`config.mk`:
```
export PLATFORM = sky130hd
export DESIGN_NAME = xmd_top
export DESIGN_NICKNAME = d
export VERILOG_FILES = /design/src/include/xmd_pkg.sv /design/src/include/xmd_dec_if.sv /design/src/logic/xmd_region_dec.sv /design/src/logic/xmd_access_check.sv /design/src/logic/xmd_top.sv
export SDC_FILE = /design/constraint.sdc
export NUM_CORES = 1
export LEC_CHECK = 0
export ABC_AREA = 1
export BUFFER_PORTS_ARGS = -buffer_cell sky130_fd_sc_hd__buf_2
export CELL_PAD_IN_SITES_DETAIL_PLACEMENT = 0
export CELL_PAD_IN_SITES_GLOBAL_PLACEMENT = 1
export CORE_MARGIN = 2
export CORE_UTILIZATION = 33
export DETAILED_ROUTE_END_ITERATION = 7
export GPL_TIMING_DRIVEN = 0
export HOLD_SLACK_MARGIN = 0.1
export PLACE_DENSITY_LB_ADDON = 0.1
export SYNTH_ARGS = -nofsm -noshare
export SYNTH_HDL_FRONTEND = slang
export SYNTH_SLANG_ARGS = --single-unit
export TNS_END_PERCENT = 10
```
`constraint.sdc`:
```
create_clock -name core_clk -period 2.33 [get_ports core_clk]
set_input_delay 0.699 -clock core_clk [delete_from_list [all_inputs] [get_ports core_clk]]
set_output_delay 0.699 -clock core_clk [all_outputs]
set_load 0.01 [all_outputs]
```
`src/include/xmd_pkg.sv`:
```
// Shared constants and types of the data-space map decoder
package xmd_pkg;
    // Whole decoded space and its regions
    localparam logic [15:0] SPACE_BASE   = 16'hF800; // Start of data buffers
    localparam logic [15:0] DATA_TOP     = 16'hFEEF; // Last data buffer byte
    localparam logic [15:0] EP0BUF_BASE  = 16'hFEF0; // Endpoint-0 buffers
    localparam logic [15:0] SETUP_BASE   = 16'hFF00; // Eight-byte setup packet
    localparam logic [15:0] EDB_BASE     = 16'hFF08; // Descriptor blocks
    localparam logic [15:0] EDB_RSV_BASE = 16'hFF40; // Reserved descriptor slot
    localparam logic [15:0] EDB_RSV_TOP  = 16'hFF47; // End of reserved slot
    localparam logic [15:0] MMR_BASE     = 16'hFF80; // Register window start
    // Register window layout
    localparam logic [15:0] FUNC_ADDR_ADDR = 16'hFFFF; // USB core, top
    localparam logic [15:0] USB_CTRL_ADDR  = 16'hFFFC; // USB core, bottom
    localparam logic [15:0] HUB_VIDH_ADDR  = 16'hFFFB; // Hub regs, top
    localparam logic [15:0] HUB_POTG_ADDR  = 16'hFFF5; // Hub regs, bottom
    localparam logic [15:0] EE_SLAVE_ADDR  = 16'hFFF3; // EEPROM port, top
    localparam logic [15:0] EE_STATUS_ADDR = 16'hFFF0; // EEPROM port, bottom
    localparam logic [15:0] DMA_BASE       = 16'hFFE0; // DMA pairs, bottom
    localparam logic [15:0] DMA_TOP        = 16'hFFE9; // DMA pairs, top
    localparam logic [15:0] UART1_BASE     = 16'hFFA0; // Serial port 1
    localparam logic [15:0] UART2_BASE     = 16'hFFB0; // Serial port 2
    localparam logic [15:0] UART_REGS      = 16'h000C; // Registers per port
    localparam logic [15:0] PP_TOP_ADDR    = 16'hFF9F; // Parallel port, top
    localparam logic [15:0] PP_LOW_ADDR    = 16'hFF99; // Parallel port, bottom
    localparam logic [15:0] MISC_BASE      = 16'hFF90; // Rom shadow and friends
    localparam logic [15:0] MISC_TOP       = 16'hFF94; // Out endpoint irq reg
    localparam logic [15:0] EP0R_BASE      = 16'hFF80; // Endpoint-0 regs
    localparam logic [15:0] EP0R_TOP       = 16'hFF83; // Endpoint-0 out count
    // Register indices the access check cares about
    localparam logic [3:0]  SER_TX_IDX = 4'h1; // Rx data 0, tx data 1
    localparam logic [3:0]  PP_DATA_IDX = 4'h1; // Parallel port data
    // Widths
    localparam int          BUF_AW = 11; // Byte address in the 2K space

    // Bus masters of the space
    typedef enum logic [1:0] {
        MS_MCU,
        MS_UBM,
        MS_DMA,
        MS_NONE
    } xmd_master_e;

    // Regions of the space
    typedef enum logic [2:0] {
        RG_OUTSIDE,
        RG_DATA,
        RG_EP0BUF,
        RG_SETUP,
        RG_EDB,
        RG_EDB_RSV,
        RG_MMR
    } xmd_region_e;

    // Units behind the register window
    typedef enum logic [3:0] {
        UN_NONE,
        UN_USB,
        UN_HUB,
        UN_EEPROM,
        UN_DMA,
        UN_UART,
        UN_PPORT,
        UN_MISC,
        UN_EP0
    } xmd_unit_e;
endpackage

```
`src/include/xmd_dec_if.sv`:
```
// Decode results passed between the decoder's own modules
`timescale 1ns/1ps
interface xmd_dec_if;
    logic [15:0]          addr;       // Requested address
    xmd_pkg::xmd_master_e master;     // Requesting master
    logic                 edb_update; // Access is a descriptor update
    xmd_pkg::xmd_region_e region;     // Region of the address
    xmd_pkg::xmd_unit_e   unit;       // Owning register unit
    logic                 data_reg;   // Unit register is a data register
    logic                 allow;      // Access is permitted

    modport top (output addr, master, edb_update, unit, data_reg, input region, allow);
    modport region_dec (input addr, output region);
    modport checker_p (input master, edb_update, region, unit, data_reg, output allow);
endinterface

```
`src/logic/xmd_region_dec.sv`:
```
// Splits the top 2K of the data space into its regions
`timescale 1ns/1ps
module xmd_region_dec (
    xmd_dec_if.region_dec dif
);
    // Region classification, highest first
    always_comb begin
        if (dif.addr >= xmd_pkg::MMR_BASE) begin
            dif.region = xmd_pkg::RG_MMR;
        end else if (dif.addr >= xmd_pkg::EDB_RSV_BASE && dif.addr <= xmd_pkg::EDB_RSV_TOP) begin
            dif.region = xmd_pkg::RG_EDB_RSV;
        end else if (dif.addr >= xmd_pkg::EDB_BASE) begin
            dif.region = xmd_pkg::RG_EDB;
        end else if (dif.addr >= xmd_pkg::SETUP_BASE) begin
            dif.region = xmd_pkg::RG_SETUP;
        end else if (dif.addr >= xmd_pkg::EP0BUF_BASE) begin
            dif.region = xmd_pkg::RG_EP0BUF;
        end else if (dif.addr >= xmd_pkg::SPACE_BASE && dif.addr <= xmd_pkg::DATA_TOP) begin
            dif.region = xmd_pkg::RG_DATA;
        end else begin
            dif.region = xmd_pkg::RG_OUTSIDE; // Not ours
        end
    end
endmodule // xmd_region_dec

```
`src/logic/xmd_access_check.sv`:
```
// Per-master permission check for the 2K data space
`timescale 1ns/1ps
module xmd_access_check (
    xmd_dec_if.checker_p dif
);
    // Permission by region and master
    always_comb begin
        case (dif.region)
            xmd_pkg::RG_DATA, xmd_pkg::RG_EP0BUF: begin
                // Open to every master but MS_NONE
                dif.allow = (dif.master != xmd_pkg::MS_NONE);
            end
            xmd_pkg::RG_SETUP: begin
                // Never the DMA
                dif.allow = (dif.master == xmd_pkg::MS_MCU) || (dif.master == xmd_pkg::MS_UBM);
            end
            xmd_pkg::RG_EDB: begin
                // Others only while updating a descriptor
                dif.allow = (dif.master == xmd_pkg::MS_MCU) ||
                            (dif.edb_update && (dif.master == xmd_pkg::MS_UBM ||
                                                dif.master == xmd_pkg::MS_DMA));
            end
            xmd_pkg::RG_MMR: begin
                if (dif.unit == xmd_pkg::UN_NONE) begin
                    dif.allow = 1'b0;
                end else if (dif.master == xmd_pkg::MS_MCU) begin
                    dif.allow = 1'b1;
                end else if (dif.master == xmd_pkg::MS_UBM) begin
                    dif.allow = (dif.unit == xmd_pkg::UN_EP0);
                end else if (dif.master == xmd_pkg::MS_DMA) begin
                    dif.allow = (dif.unit == xmd_pkg::UN_EP0) || dif.data_reg;
                end else begin
                    dif.allow = 1'b0; // Unknown master
                end
            end
            default: begin
                dif.allow = 1'b0;
            end
        endcase
    end
endmodule // xmd_access_check

```
`src/logic/xmd_top.sv`:
```
// Address decoder and access checker for the top 2K of the data space
`timescale 1ns/1ps
module xmd_top (
    input  wire logic                  core_clk,       // Data-bus clock
    input  wire logic                  rst_n,          // Device reset, async
    input  wire logic                  req_valid,      // Access request
    input  wire logic [1:0]            req_master,     // Requesting master
    input  wire logic [15:0]           req_addr,       // Byte address
    input  wire logic                  req_write,      // Write when high
    input  wire logic                  req_edb_update, // Descriptor update
    input  wire logic [7:0]            req_wdata,      // Write data
    output logic                       req_ready,      // Request accepted
    output logic                       ram_re,         // Buffer RAM read
    output logic                       ram_we,         // Buffer RAM write
    output logic [xmd_pkg::BUF_AW-1:0] ram_addr,       // Buffer RAM address
    input  wire logic [7:0]            ram_rdata,      // Buffer RAM data
    output logic                       reg_re,         // Register read
    output logic                       reg_we,         // Register write
    output xmd_pkg::xmd_unit_e         reg_unit,       // Owning unit
    output logic [2:0]                 reg_inst,       // Channel or port
    output logic [3:0]                 reg_index,      // Register in unit
    input  wire logic [7:0]            reg_rdata,      // Unit read data
    output logic [7:0]                 out_wdata,      // Write data out
    output logic                       rsp_valid,      // Access answered
    output logic                       rsp_blocked,    // Access refused
    output logic [7:0]                 rsp_data,       // Read data
    output logic                       viol_pulse,     // Refused access seen
    output logic [15:0]                viol_addr,      // Last refused address
    output logic [1:0]                 viol_master     // Last refused master
);

    // Registered state of the decoder
    typedef struct packed {
        logic                  ram_re;      // RAM read strobe
        logic                  ram_we;      // RAM write strobe
        logic                  reg_re;      // Register read strobe
        logic                  reg_we;      // Register write strobe
        logic [xmd_pkg::BUF_AW-1:0] ram_addr; // RAM address
        xmd_pkg::xmd_unit_e    unit;        // Unit select
        logic [2:0]            inst;        // Unit instance
        logic [3:0]            index;       // Register index
        logic [7:0]            wdata;       // Write data
        logic                  blk_pend;    // Refused access awaiting answer
        logic                  rsp_valid;   // Answer strobe
        logic                  rsp_blocked; // Answer is a refusal
        logic [7:0]            rsp_data;    // Answer data
        logic                  viol_pulse;  // Refusal strobe
        logic [15:0]           viol_addr;   // Refused address
        logic [1:0]            viol_master; // Refused master
    } xmd_state_s;

    xmd_state_s st;      // Current state
    xmd_state_s next_st; // Next state

    logic [1:0] rst_pipe;   // Reset release synchroniser
    logic       rst_core_n; // Synchronised reset

    // Decoded unit fields
    xmd_pkg::xmd_unit_e dec_unit;  // Unit behind the address
    logic [2:0]         dec_inst;  // Instance in the unit
    logic [3:0]         dec_index; // Register in the unit
    logic               dec_data;  // Data register flag
    logic               taken;     // Request claimed this cycle

    // Shared decode results
    xmd_dec_if dif ();

    // Region classification
    xmd_region_dec u_region (
        .dif (dif.region_dec)
    );

    // Permission check
    xmd_access_check u_check (
        .dif (dif.checker_p)
    );

    // Reset release through two flops
    always_ff @(posedge core_clk or negedge rst_n) begin
        if (!rst_n) begin
            rst_pipe <= 2'h0;
        end else begin
            rst_pipe <= {rst_pipe[0], 1'b1};
        end
    end

    assign rst_core_n = rst_pipe[1];

    // Feed the request into the shared decode
    assign dif.addr       = req_addr;
    assign dif.master     = xmd_pkg::xmd_master_e'(req_master);
    assign dif.edb_update = req_edb_update;
    assign dif.unit       = dec_unit;
    assign dif.data_reg   = dec_data;

    // Register window: unit, instance and index
    always_comb begin
        logic [15:0] off;
        off       = 16'h0000;
        dec_unit  = xmd_pkg::UN_NONE;
        dec_inst  = 3'h0;
        dec_index = 4'h0;
        dec_data  = 1'b0;
        if (dif.region == xmd_pkg::RG_MMR) begin
            if (req_addr >= xmd_pkg::USB_CTRL_ADDR) begin
                // Func address, status, irq mask, control
                off       = xmd_pkg::FUNC_ADDR_ADDR - req_addr;
                dec_unit  = xmd_pkg::UN_USB;
                dec_index = off[3:0];
            end else if (req_addr >= xmd_pkg::HUB_POTG_ADDR && req_addr <= xmd_pkg::HUB_VIDH_ADDR) begin
                // Vid hi/lo, pid hi/lo, config 1/2, power good
                off       = xmd_pkg::HUB_VIDH_ADDR - req_addr;
                dec_unit  = xmd_pkg::UN_HUB;
                dec_index = off[3:0];
            end else if (req_addr >= xmd_pkg::EE_STATUS_ADDR && req_addr <= xmd_pkg::EE_SLAVE_ADDR) begin
                // Slave address, rx data, tx data, status
                off       = xmd_pkg::EE_SLAVE_ADDR - req_addr;
                dec_unit  = xmd_pkg::UN_EEPROM;
                dec_index = off[3:0];
            end else if (req_addr >= xmd_pkg::DMA_BASE && req_addr <= xmd_pkg::DMA_TOP) begin
                // Channel from the pair, even is definition
                off       = req_addr - xmd_pkg::DMA_BASE;
                dec_unit  = xmd_pkg::UN_DMA;
                dec_inst  = off[3:1];
                dec_index = {3'h0, off[0]};
            end else if (req_addr >= xmd_pkg::UART2_BASE &&
                         req_addr < xmd_pkg::UART2_BASE + xmd_pkg::UART_REGS) begin
                // Second serial port
                off       = req_addr - xmd_pkg::UART2_BASE;
                dec_unit  = xmd_pkg::UN_UART;
                dec_inst  = 3'h1;
                dec_index = off[3:0];
                dec_data  = (off[3:0] <= xmd_pkg::SER_TX_IDX);
            end else if (req_addr >= xmd_pkg::UART1_BASE &&
                         req_addr < xmd_pkg::UART1_BASE + xmd_pkg::UART_REGS) begin
                // First serial port
                off       = req_addr - xmd_pkg::UART1_BASE;
                dec_unit  = xmd_pkg::UN_UART;
                dec_index = off[3:0];
                dec_data  = (off[3:0] <= xmd_pkg::SER_TX_IDX);
            end else if (req_addr >= xmd_pkg::PP_LOW_ADDR && req_addr <= xmd_pkg::PP_TOP_ADDR) begin
                // Address, data, control, status, mask, mode, counter
                off       = xmd_pkg::PP_TOP_ADDR - req_addr;
                dec_unit  = xmd_pkg::UN_PPORT;
                dec_index = off[3:0];
                dec_data  = (off[3:0] == xmd_pkg::PP_DATA_IDX);
            end else if (req_addr >= xmd_pkg::MISC_BASE && req_addr <= xmd_pkg::MISC_TOP) begin
                // Rom shadow, global, vector, in irq, out irq
                off       = req_addr - xmd_pkg::MISC_BASE;
                dec_unit  = xmd_pkg::UN_MISC;
                dec_index = off[3:0];
            end else if (req_addr >= xmd_pkg::EP0R_BASE && req_addr <= xmd_pkg::EP0R_TOP) begin
                // In config, in count, out config, out count
                off       = req_addr - xmd_pkg::EP0R_BASE;
                dec_unit  = xmd_pkg::UN_EP0;
                dec_index = off[3:0];
            end else begin
                dec_unit  = xmd_pkg::UN_NONE;
            end
        end
    end

    // Ready as soon as the synchronised reset is released
    assign req_ready = rst_core_n;

    // Only addresses inside the 2K space are claimed
    assign taken = req_valid && req_ready && (dif.region != xmd_pkg::RG_OUTSIDE);

    // Next state: answer stage, then strobe stage
    always_comb begin
        next_st             = st;
        next_st.ram_re      = 1'b0;
        next_st.ram_we      = 1'b0;
        next_st.reg_re      = 1'b0;
        next_st.reg_we      = 1'b0;
        next_st.blk_pend    = 1'b0;
        next_st.rsp_valid   = 1'b0;
        next_st.viol_pulse  = 1'b0;
        // Answer one cycle after the strobe
        if (st.ram_re || st.ram_we || st.reg_re || st.reg_we || st.blk_pend) begin
            next_st.rsp_valid   = 1'b1;
            next_st.rsp_blocked = st.blk_pend;
            if (st.ram_re) begin
                next_st.rsp_data = ram_rdata;
            end else if (st.reg_re) begin
                next_st.rsp_data = reg_rdata;
            end else begin
                next_st.rsp_data = 8'h00;
            end
        end
        // Route or refuse the new request
        if (taken) begin
            if (dif.allow) begin
                next_st.wdata = req_wdata;
                if (dif.region == xmd_pkg::RG_MMR) begin
                    // Register unit access
                    next_st.reg_re = !req_write;
                    next_st.reg_we = req_write;
                    next_st.unit   = dec_unit;
                    next_st.inst   = dec_inst;
                    next_st.index  = dec_index;
                end else begin
                    // Buffer memory access
                    next_st.ram_re   = !req_write;
                    next_st.ram_we   = req_write;
                    next_st.ram_addr = req_addr[xmd_pkg::BUF_AW-1:0];
                end
            end else begin
                // No strobe, answer zero, record it
                next_st.blk_pend    = 1'b1;
                next_st.viol_pulse  = 1'b1;
                next_st.viol_addr   = req_addr;
                next_st.viol_master = req_master;
            end
        end
    end

    // State register
    always_ff @(posedge core_clk or negedge rst_core_n) begin
        if (!rst_core_n) begin
            st <= '0;
        end else begin
            st <= next_st;
        end
    end

    // Outputs straight from state
    assign ram_re      = st.ram_re;
    assign ram_we      = st.ram_we;
    assign ram_addr    = st.ram_addr;
    assign reg_re      = st.reg_re;
    assign reg_we      = st.reg_we;
    assign reg_unit    = st.unit;
    assign reg_inst    = st.inst;
    assign reg_index   = st.index;
    assign out_wdata   = st.wdata;
    assign rsp_valid   = st.rsp_valid;
    assign rsp_blocked = st.rsp_blocked;
    assign rsp_data    = st.rsp_data;
    assign viol_pulse  = st.viol_pulse;
    assign viol_addr   = st.viol_addr;
    assign viol_master = st.viol_master;

endmodule // xmd_top

```
# Yosys cells after proc, flatten, opt, wreduce, memory -nomap -nowiden
# Index checks and enable logic that the tools add are counted.
[op_classes] add_sub_neg=9 magnitude_cmp=26 eq_ne=10 n_mux=55 n_bitwise=2 reduce_logical=30
[op_table] cell="16-bit >= comparator, second input constant" count=14
[op_table] cell="16-bit less-or-equal comparator, second input constant" count=8
[op_table] cell="4-bit two-way mux" count=19
[op_table] cell="19-bit two-way mux" count=2
[op_table] cell="35-bit two-way mux" count=1
[op_table] cell="34-bit two-way mux" count=1
[op_table] cell="16-bit < comparator, second input constant" count=2
[op_table] cell="3-bit two-way mux" count=9
[op_table] cell="11-bit two-way mux" count=2
[op_table] cell="4-bit by 1-bit subtractor with 4-bit output, second input constant" count=5
[op_table] cell="8-bit two-way mux" count=2
[op_table] cell="1-bit two-way mux" count=15
[op_table] cell="1-bit logical AND" count=13
[op_table] cell="4-bit subtractor, first input constant" count=3
[op_table] cell="10-bit two-way mux" count=1
[op_table] cell="4-bit by 1-bit less-or-equal comparator with 1-bit output, second input constant" count=2
[op_table] cell="1-bit logical OR" count=8
[op_table] cell="3-bit by 2-bit == test with 1-bit output, second input constant" count=2
[op_table] cell="3-bit == test, second input constant" count=2
[op_table] cell="3-bit AND reduction" count=2
[op_table] cell="4-bit by 1-bit == test with 1-bit output, second input constant" count=1
[op_table] cell="4-bit == test, second input constant" count=1
[op_table] cell="4-bit logical NOT" count=1
[op_table] cell="2-bit two-way mux" count=2
[op_table] cell="other kinds (12)" count=14
[word_totals] ff_bits=66 input_bits=47 out_inout_bits=64 word_cells=149

# Logic depth before layout (Yosys ltp)
[depth] ltp_word=21 mapped_depth=20 ltp_nobuf=18

# Modules after synthesis
# A second synthesis with hierarchy kept.
[hier_totals] hier_cells=450 hier_area_um2=3393.3
[by_module_without_submodules] module="xmd_top" n_inst=1 cells_each=380 area_per_inst_um2=3059.2 seq_area_each_um2=1626.6
[by_module_without_submodules] module="xmd_access_check" n_inst=1 cells_each=40 area_per_inst_um2=195.2 seq_area_each_um2=0.0
[by_module_without_submodules] module="xmd_region_dec" n_inst=1 cells_each=30 area_per_inst_um2=138.9 seq_area_each_um2=0.0

# Worst setup path after synthesis
# No wires, ideal clock.
[synth_timing] path_type="register to register" from="reg rst_pipe[1]" to="reg st (netlist bit reg_index[1])" setup_ps=66 t_arrival_ps=3083 required_time_ps=2264 setup_slack_ps=-819 stages_incl_launch_ff=7 n_path_buf=2 synth_period_minus_slack_ps=3149 path_cell_list="dfrtp_1 > inv_1 > nor3_1 > buf_2 > clkbuf_1 > nand4_1 > nand2_1"
[synth_via] elab_chain_cells=3
[synth_lines] item="start: declaration" line="xmd_top.sv:55" text="logic [1:0] rst_pipe;"
[synth_lines] item="start signal: assignment" line="xmd_top.sv:83" text="rst_pipe <= {rst_pipe[0], 1'b1};"
[synth_lines] item="1-bit logical AND (2 in series)" line="xmd_top.sv:167" text="assign taken = req_valid && req_ready && (dif.region != xmd_pkg::RG_OUTSIDE);"
[synth_lines] item="3-bit AND reduction (no source line)"
[synth_lines] item="end signal: assignment" line="xmd_top.sv:223" text="st <= next_st;"
[synth_lines] item="end: declaration" line="xmd_top.sv:52" text="xmd_state_s st;"
# Every way passes these cells.
# A chain may end at the register's enable or synchronous reset.

# Final worst setup path
[layout_timing] from="in req_addr[3]" to="reg st (netlist bit reg_inst[2])"
[layout_via] elab_chain_cells=20 word_cells_on_any_way=86 cone_classes="4 x add/sub; 26 x order compare; 7 x eq/ne; 33 x mux; 16 x reduce/logical"
[layout_lines] item="start: declaration" line="xmd_top.sv:8" text="input wire logic [15:0] req_addr,"
[layout_lines] item="16-bit >= comparator or 16-bit less-or-equal comparator (tied branches)" line="xmd_region_dec.sv:8, xmd_top.sv:152"
[layout_lines] item="1-bit logical AND" line="xmd_top.sv:152" text="end else if (req_addr >= xmd_pkg::EP0R_BASE && req_addr <= xmd_pkg::EP0R_TOP) begin"
[layout_lines] item="4-bit two-way mux" line="xmd_top.sv:152"
[layout_lines] item="4-bit two-way mux" line="xmd_top.sv:147" text="end else if (req_addr >= xmd_pkg::MISC_BASE && req_addr <= xmd_pkg::MISC_TOP) begin"
[layout_lines] item="4-bit two-way mux" line="xmd_top.sv:141" text="end else if (req_addr >= xmd_pkg::PP_LOW_ADDR && req_addr <= xmd_pkg::PP_TOP_ADDR) begin"
[layout_lines] item="4-bit two-way mux" line="xmd_top.sv:134" text="end else if (req_addr >= xmd_pkg::UART1_BASE &&"
[layout_lines] item="4-bit two-way mux" line="xmd_top.sv:126" text="end else if (req_addr >= xmd_pkg::UART2_BASE &&"
[layout_lines] item="4-bit two-way mux" line="xmd_top.sv:120" text="end else if (req_addr >= xmd_pkg::DMA_BASE && req_addr <= xmd_pkg::DMA_TOP) begin"
[layout_lines] item="[4 not listed]"
[layout_lines] item="4-bit == test" line="xmd_access_check.sv:29, xmd_access_check.sv:31"
[layout_lines] item="1-bit logical OR" line="xmd_access_check.sv:31" text="dif.allow = (dif.unit == xmd_pkg::UN_EP0) || dif.data_reg;"
[layout_lines] item="1-bit two-way mux" line="xmd_access_check.sv:30" text="end else if (dif.master == xmd_pkg::MS_DMA) begin"
[layout_lines] item="1-bit two-way mux" line="xmd_access_check.sv:28" text="end else if (dif.master == xmd_pkg::MS_UBM) begin"
[layout_lines] item="1-bit two-way mux" line="xmd_access_check.sv:26" text="end else if (dif.master == xmd_pkg::MS_MCU) begin"
[layout_lines] item="1-bit two-way mux" line="xmd_access_check.sv:24" text="if (dif.unit == xmd_pkg::UN_NONE) begin"
[layout_lines] item="1-bit case mux with 4 select lines" line="xmd_access_check.sv:8" text="case (dif.region)"
[layout_lines] item="3-bit AND reduction (no source line)"
# Parallel ways exist; a longest one is shown, timed or not.

==> impl_results.html <==
<table>
<tr><th>Metric</th><th>Value</th></tr>
<tr><th colspan="2">Floorplan</th></tr>
<tr><td>Std cell rows</td><td>37</td></tr>
<tr><td>Die Outline Area</td><td>0.0114 mm²</td></tr>
<tr><td>Die X-Extent</td><td>107 µm</td></tr>
<tr><td>Vertical die dimension</td><td>107 µm</td></tr>
<tr><td># IOs</td><td>111</td></tr>
<tr><td>Effective utilization at floorplan</td><td>33.8%</td></tr>
<tr><td>Placeable core region</td><td>0.0103 mm²</td></tr>
<tr><th colspan="2">Routing</th></tr>
<tr><td>Total iterations of the first detailed-routing run</td><td>4</td></tr>
<tr><td>Average wire per standard cell</td><td>14.6 µm</td></tr>
<tr><td>Count of vias placed by the detailed router</td><td>3,482</td></tr>
<tr><td>Detailed Route WL</td><td>10,800 µm</td></tr>
<tr><td>Violation count after the first detailed-route iteration</td><td>209</td></tr>
<tr><td>Post-route DRC violation count</td><td>0</td></tr>
<tr><td>Vias/cell</td><td>4.72</td></tr>
<tr><td>Number of nets with antenna violations after routing</td><td>0</td></tr>
<tr><th colspan="2">CTS</th></tr>
<tr><td>Number of sinks driven by the clock tree</td><td>65</td></tr>
<tr><td>Clock-pin slew reported for the worst setup and hold paths after clock tree synthesis</td><td>0.07 ns</td></tr>
<tr><td>Hold buffers post-CTS</td><td>0</td></tr>
<tr><td>Root buf cell</td><td>clkbuf_8</td></tr>
<tr><td>Maximum root-to-sink buffer count</td><td>2</td></tr>
<tr><td>CTS H-tree lvls</td><td>3</td></tr>
<tr><td>CTS Buf Count</td><td>9</td></tr>
<tr><td>CTS tree</td><td>done</td></tr>
<tr><td>Latest clock arrival within the worst-skew pair</td><td>0.34 ns</td></tr>
<tr><th colspan="2">Global routing</th></tr>
<tr><td>Via count of the first global-routing pass</td><td>3,388</td></tr>
<tr><td>Met2 routing resource usage after global routing</td><td>32.4%</td></tr>
<tr><td>Global-route wire length before repair</td><td>17,300 µm</td></tr>
<tr><td>Peak-usage layer in the global routing report</td><td>met2</td></tr>
<tr><td>Routing usage on met3</td><td>3.89%</td></tr>
<tr><td>Overall routing resource usage</td><td>19.6%</td></tr>
<tr><td>Initial antenna violation count</td><td>0</td></tr>
<tr><td>GRT Residual Overflow</td><td>0</td></tr>
<tr><td>Global-route met1 utilization</td><td>26.0%</td></tr>
<tr><td>Maximum number of pins on one net before global-route repair</td><td>33</td></tr>
<tr><th colspan="2">Job</th></tr>
<tr><td>Max Cap Violations</td><td>0</td></tr>
<tr><th colspan="2">Critical path</th></tr>
<tr><td>Worst Setup Start Kind</td><td>primary input</td></tr>
<tr><td>Crit Path Max Fanout</td><td>5</td></tr>
<tr><td>Start-to-end type of the worst setup path</td><td>primary input to register</td></tr>
<tr><td>WP data required</td><td>2.57 ns</td></tr>
<tr><td>Worst-case register-to-register setup slack</td><td>0.11 ns</td></tr>
<tr><td>Crit path DAT</td><td>2.59 ns</td></tr>
<tr><td>Critical path endpoint category</td><td>register</td></tr>
<tr><th colspan="2">Cells and area</th></tr>
<tr><td>Diodes inserted</td><td>0</td></tr>
<tr><td>Top library cells by usage in the layout, fill and taps aside</td><td>buf_2, nand2_1, dfrtp_1, nand2_2, buf_4</td></tr>
<tr><td>Number of fillers in the final layout</td><td>1,025</td></tr>
<tr><td>Number of nets in the layout</td><td>652</td></tr>
<tr><td>Layout Utilization</td><td>51.3%</td></tr>
<tr><td>Final cell count without fillers</td><td>738</td></tr>
<tr><td>Area added between synthesis and finish</td><td>51.8%</td></tr>
<tr><td>Layout cell share with drive strength beyond 1</td><td>48.2%</td></tr>
<tr><td>Commonest non-fill, non-tap cell in the layout</td><td>buf_2</td></tr>
<tr><th colspan="2">Placed design</th></tr>
<tr><td>HPWL after detailed placement</td><td>7250 µm</td></tr>
<tr><td>Count of input and output buffers</td><td>108</td></tr>
<tr><td>Final RePlAce weighted congestion</td><td>0.859</td></tr>
<tr><td>Total placed cells including tap cells</td><td>675</td></tr>
<tr><td>Pre-CTS setup slack</td><td>-0.673 ns</td></tr>
<tr><th colspan="2">Pwr</th></tr>
<tr><td>Design internal power</td><td>2130 µW</td></tr>
<tr><td>Clock share of power</td><td>41.3%</td></tr>
<tr><td>Switching fraction of total power</td><td>25.9%</td></tr>
<tr><td>Combinational fraction of design power</td><td>14.9%</td></tr>
<tr><td>Net switching power figure</td><td>747 µW</td></tr>
<tr><td>Pwr per Cell Area</td><td>546 mW/mm²</td></tr>
<tr><td>Worst-case vdd ir drop</td><td>0.000295 V</td></tr>
<tr><td>Leakage power total</td><td>0.00284 µW</td></tr>
<tr><td>Sequential cell fraction of total power</td><td>43.7%</td></tr>
<tr><th colspan="2">Logic synthesis</th></tr>
<tr><td>Number of enable flip-flop cells after synthesis</td><td>0</td></tr>
<tr><td>Synthesized flop and latch total</td><td>65</td></tr>
<tr><td>Yosys warns</td><td>0</td></tr>
<tr><td>Cell area after technology mapping</td><td>0.00347 mm²</td></tr>
<tr><td>Share of flip-flops with an asynchronous set or reset</td><td>100%</td></tr>
<tr><td>Count of distinct cell types in the synthesized netlist</td><td>34</td></tr>
<tr><td>Number of nets produced by synthesis</td><td>486</td></tr>
<tr><td>Mean instance size in the synthesized netlist</td><td>8.06 µm²</td></tr>
<tr><td>Top FF cell, synth</td><td>dfrtp_1</td></tr>
<tr><td>Sequential-to-total area share from yosys stat</td><td>46.8%</td></tr>
<tr><td>Cells after Synth</td><td>431</td></tr>
<tr><th colspan="2">Status</th></tr>
<tr><td>Failing checks</td><td>negative setup slack</td></tr>
<tr><td>Result of the run</td><td>finished with violations</td></tr>
<tr><th colspan="2">STA</th></tr>
<tr><td>Final WS setup</td><td>-0.0209 ns</td></tr>
<tr><td>RSZ-0062 raised after global routing</td><td>true</td></tr>
<tr><td>Setup Viol. Count Final</td><td>24</td></tr>
<tr><td>Post-Route Skew</td><td>0.00570 ns</td></tr>
<tr><td>Minimum period implied by the final worst setup slack</td><td>2.35 ns</td></tr>
<tr><td>Final period util</td><td>101%</td></tr>
<tr><td>Count of pins over their slew limit</td><td>0</td></tr>
<tr><td>Final sum of negative setup slack</td><td>-0.230 ns</td></tr>
<tr><td>Worst-Margin Slew</td><td>0.796 ns</td></tr>
<tr><td>Remaining max-slew budget at the tightest pin</td><td>46.4%</td></tr>
<tr><td>Upper clock frequency limit</td><td>425 MHz</td></tr>
<tr><td>Final hold viol count</td><td>0</td></tr>
<tr><th colspan="2">Hold path</th></tr>
<tr><td>Worst min path class</td><td>primary input to async pin</td></tr>
</table>
==> worst max-delay path, cell delays in order <==
cell,delay [ns]
buf_12,0.09
clkinvlp_4,0.16
ha_4,0.22
inv_2,0.06
o21ai_2,0.05
nand4_1,0.16
nand2_2,0.10
nor2_2,0.12
nand2_1,0.07
a21oi_2,0.18
nor2_4,0.08
buf_12,0.13
nand2_8,0.10
nand3_4,0.11
buf_6,0.17
nand2_1,0.05
nand2_1,0.04
==> logic make-up after synthesis <==
logic type | synth area share, %
other | 0.108
AO/OA/AOI/OAI | 10.2
flip-flops | 46.8
adder cells (fa/ha/maj) | 2.88
AND/OR/NAND/NOR | 31.9
buffers and inverters | 8.07
==> path summary, 6_finish.rpt <==
| check | cells after the start | endpoint | from |
|---|---|---|---|
| setup / recovery | 17 | reg_inst[2]$_DFFE_PN0P_ | req_addr[3] |
| hold / removal | 1 | rst_pipe[1]$_DFF_PN0_ | rst_n |
| setup reg to reg | 6 | reg_index[1]$_DFFE_PN0P_ | rst_pipe[1]$_DFF_PN0_ |
| hold reg to reg | 0 | rsp_data[3]$_DFFE_PN0P_ | rst_pipe[1]$_DFF_PN0_ |
| max in group asynchronous | 1 | rsp_data[0]$_DFFE_PN0P_ | rst_pipe[1]$_DFF_PN0_ |
| min in group core_clk | 0 | rst_pipe[1]$_DFF_PN0_ | rst_pipe[0]$_DFF_PN0_ |
==> sequential cells by signal, summed over array words and instances, names as in the netlist, 2 cells and up <==
name	count
out_wdata	8
ram_addr	11
reg_index	4
reg_inst	3
reg_unit	4
rsp_data	8
rst_pipe	2
viol_addr	16
viol_master	2
==> layer usage <==
| layer | part of all wire [%] | wire (µm) |
|---|---|---|
| met5 | 0 | 0 |
| met1 | 46 | 4940 |
| met3 | 5.0 | 545 |
| met4 | 1.1 | 124 |
| met2 | 48 | 5190 |
==> stage by stage <==
stage	area, µm²	power [µW]	hold WS (ns)
finish	5270	2880	0.123
global route	5270	3020	0.102
detailed placement	4190	1640	0.349
CTS	4940	2880	0.102
floorplan	3480	1460	0.331
global placement	4190	1630	0.342
==> power by group through the flow <==
stage | Combinational, µW | Clock, µW | Sequential [µW]
after floorplan | 139 | 0 | 1330
after global placement | 345 | 0 | 1290
after detailed placement | 347 | 0 | 1290
after CTS | 403 | 1220 | 1260
after global routing | 479 | 1270 | 1270
final | 431 | 1190 | 1260
==> Yosys cell counts (6+ instances only) <==
cell type | n | area share [%]
nand2_2 | 6 | 1.1
o21ai_2 | 12 | 3.0
nand2_1 | 135 | 15
a22oi_1 | 9 | 1.9
inv_2 | 12 | 1.3
ha_1 | 8 | 2.9
nand4_1 | 20 | 3.6
nor3_1 | 6 | 0.86
o21ai_1 | 16 | 2.3
dfrtp_1 | 65 | 47
nand3_1 | 29 | 4.2
nor2_1 | 30 | 3.2
inv_1 | 32 | 3.5
==> final cells by class <==
class	count	area, µm²	area share (%)
buffer	14	126	2.40
tap	136	170	3.23
inverter	45	201	3.82
multi-input combinational	308	1880	35.7
timing repair buffer	154	1020	19.3
clock buffer	11	141	2.68
clock inverter	5	103	1.95
sequential	65	1630	30.9
==> repair_timing <==
| action | 4_1_cts | 5_1_grt |
|---|---|---|
| endpoints found under the setup margin | 54 | 53 |
| setup buffers | 30 | 13 |
| gates resized for setup | 38 | 73 |
| cloned | 4 | 0 |
| pin swaps | 14 | 27 |
(Power assumes the default switching activity.)
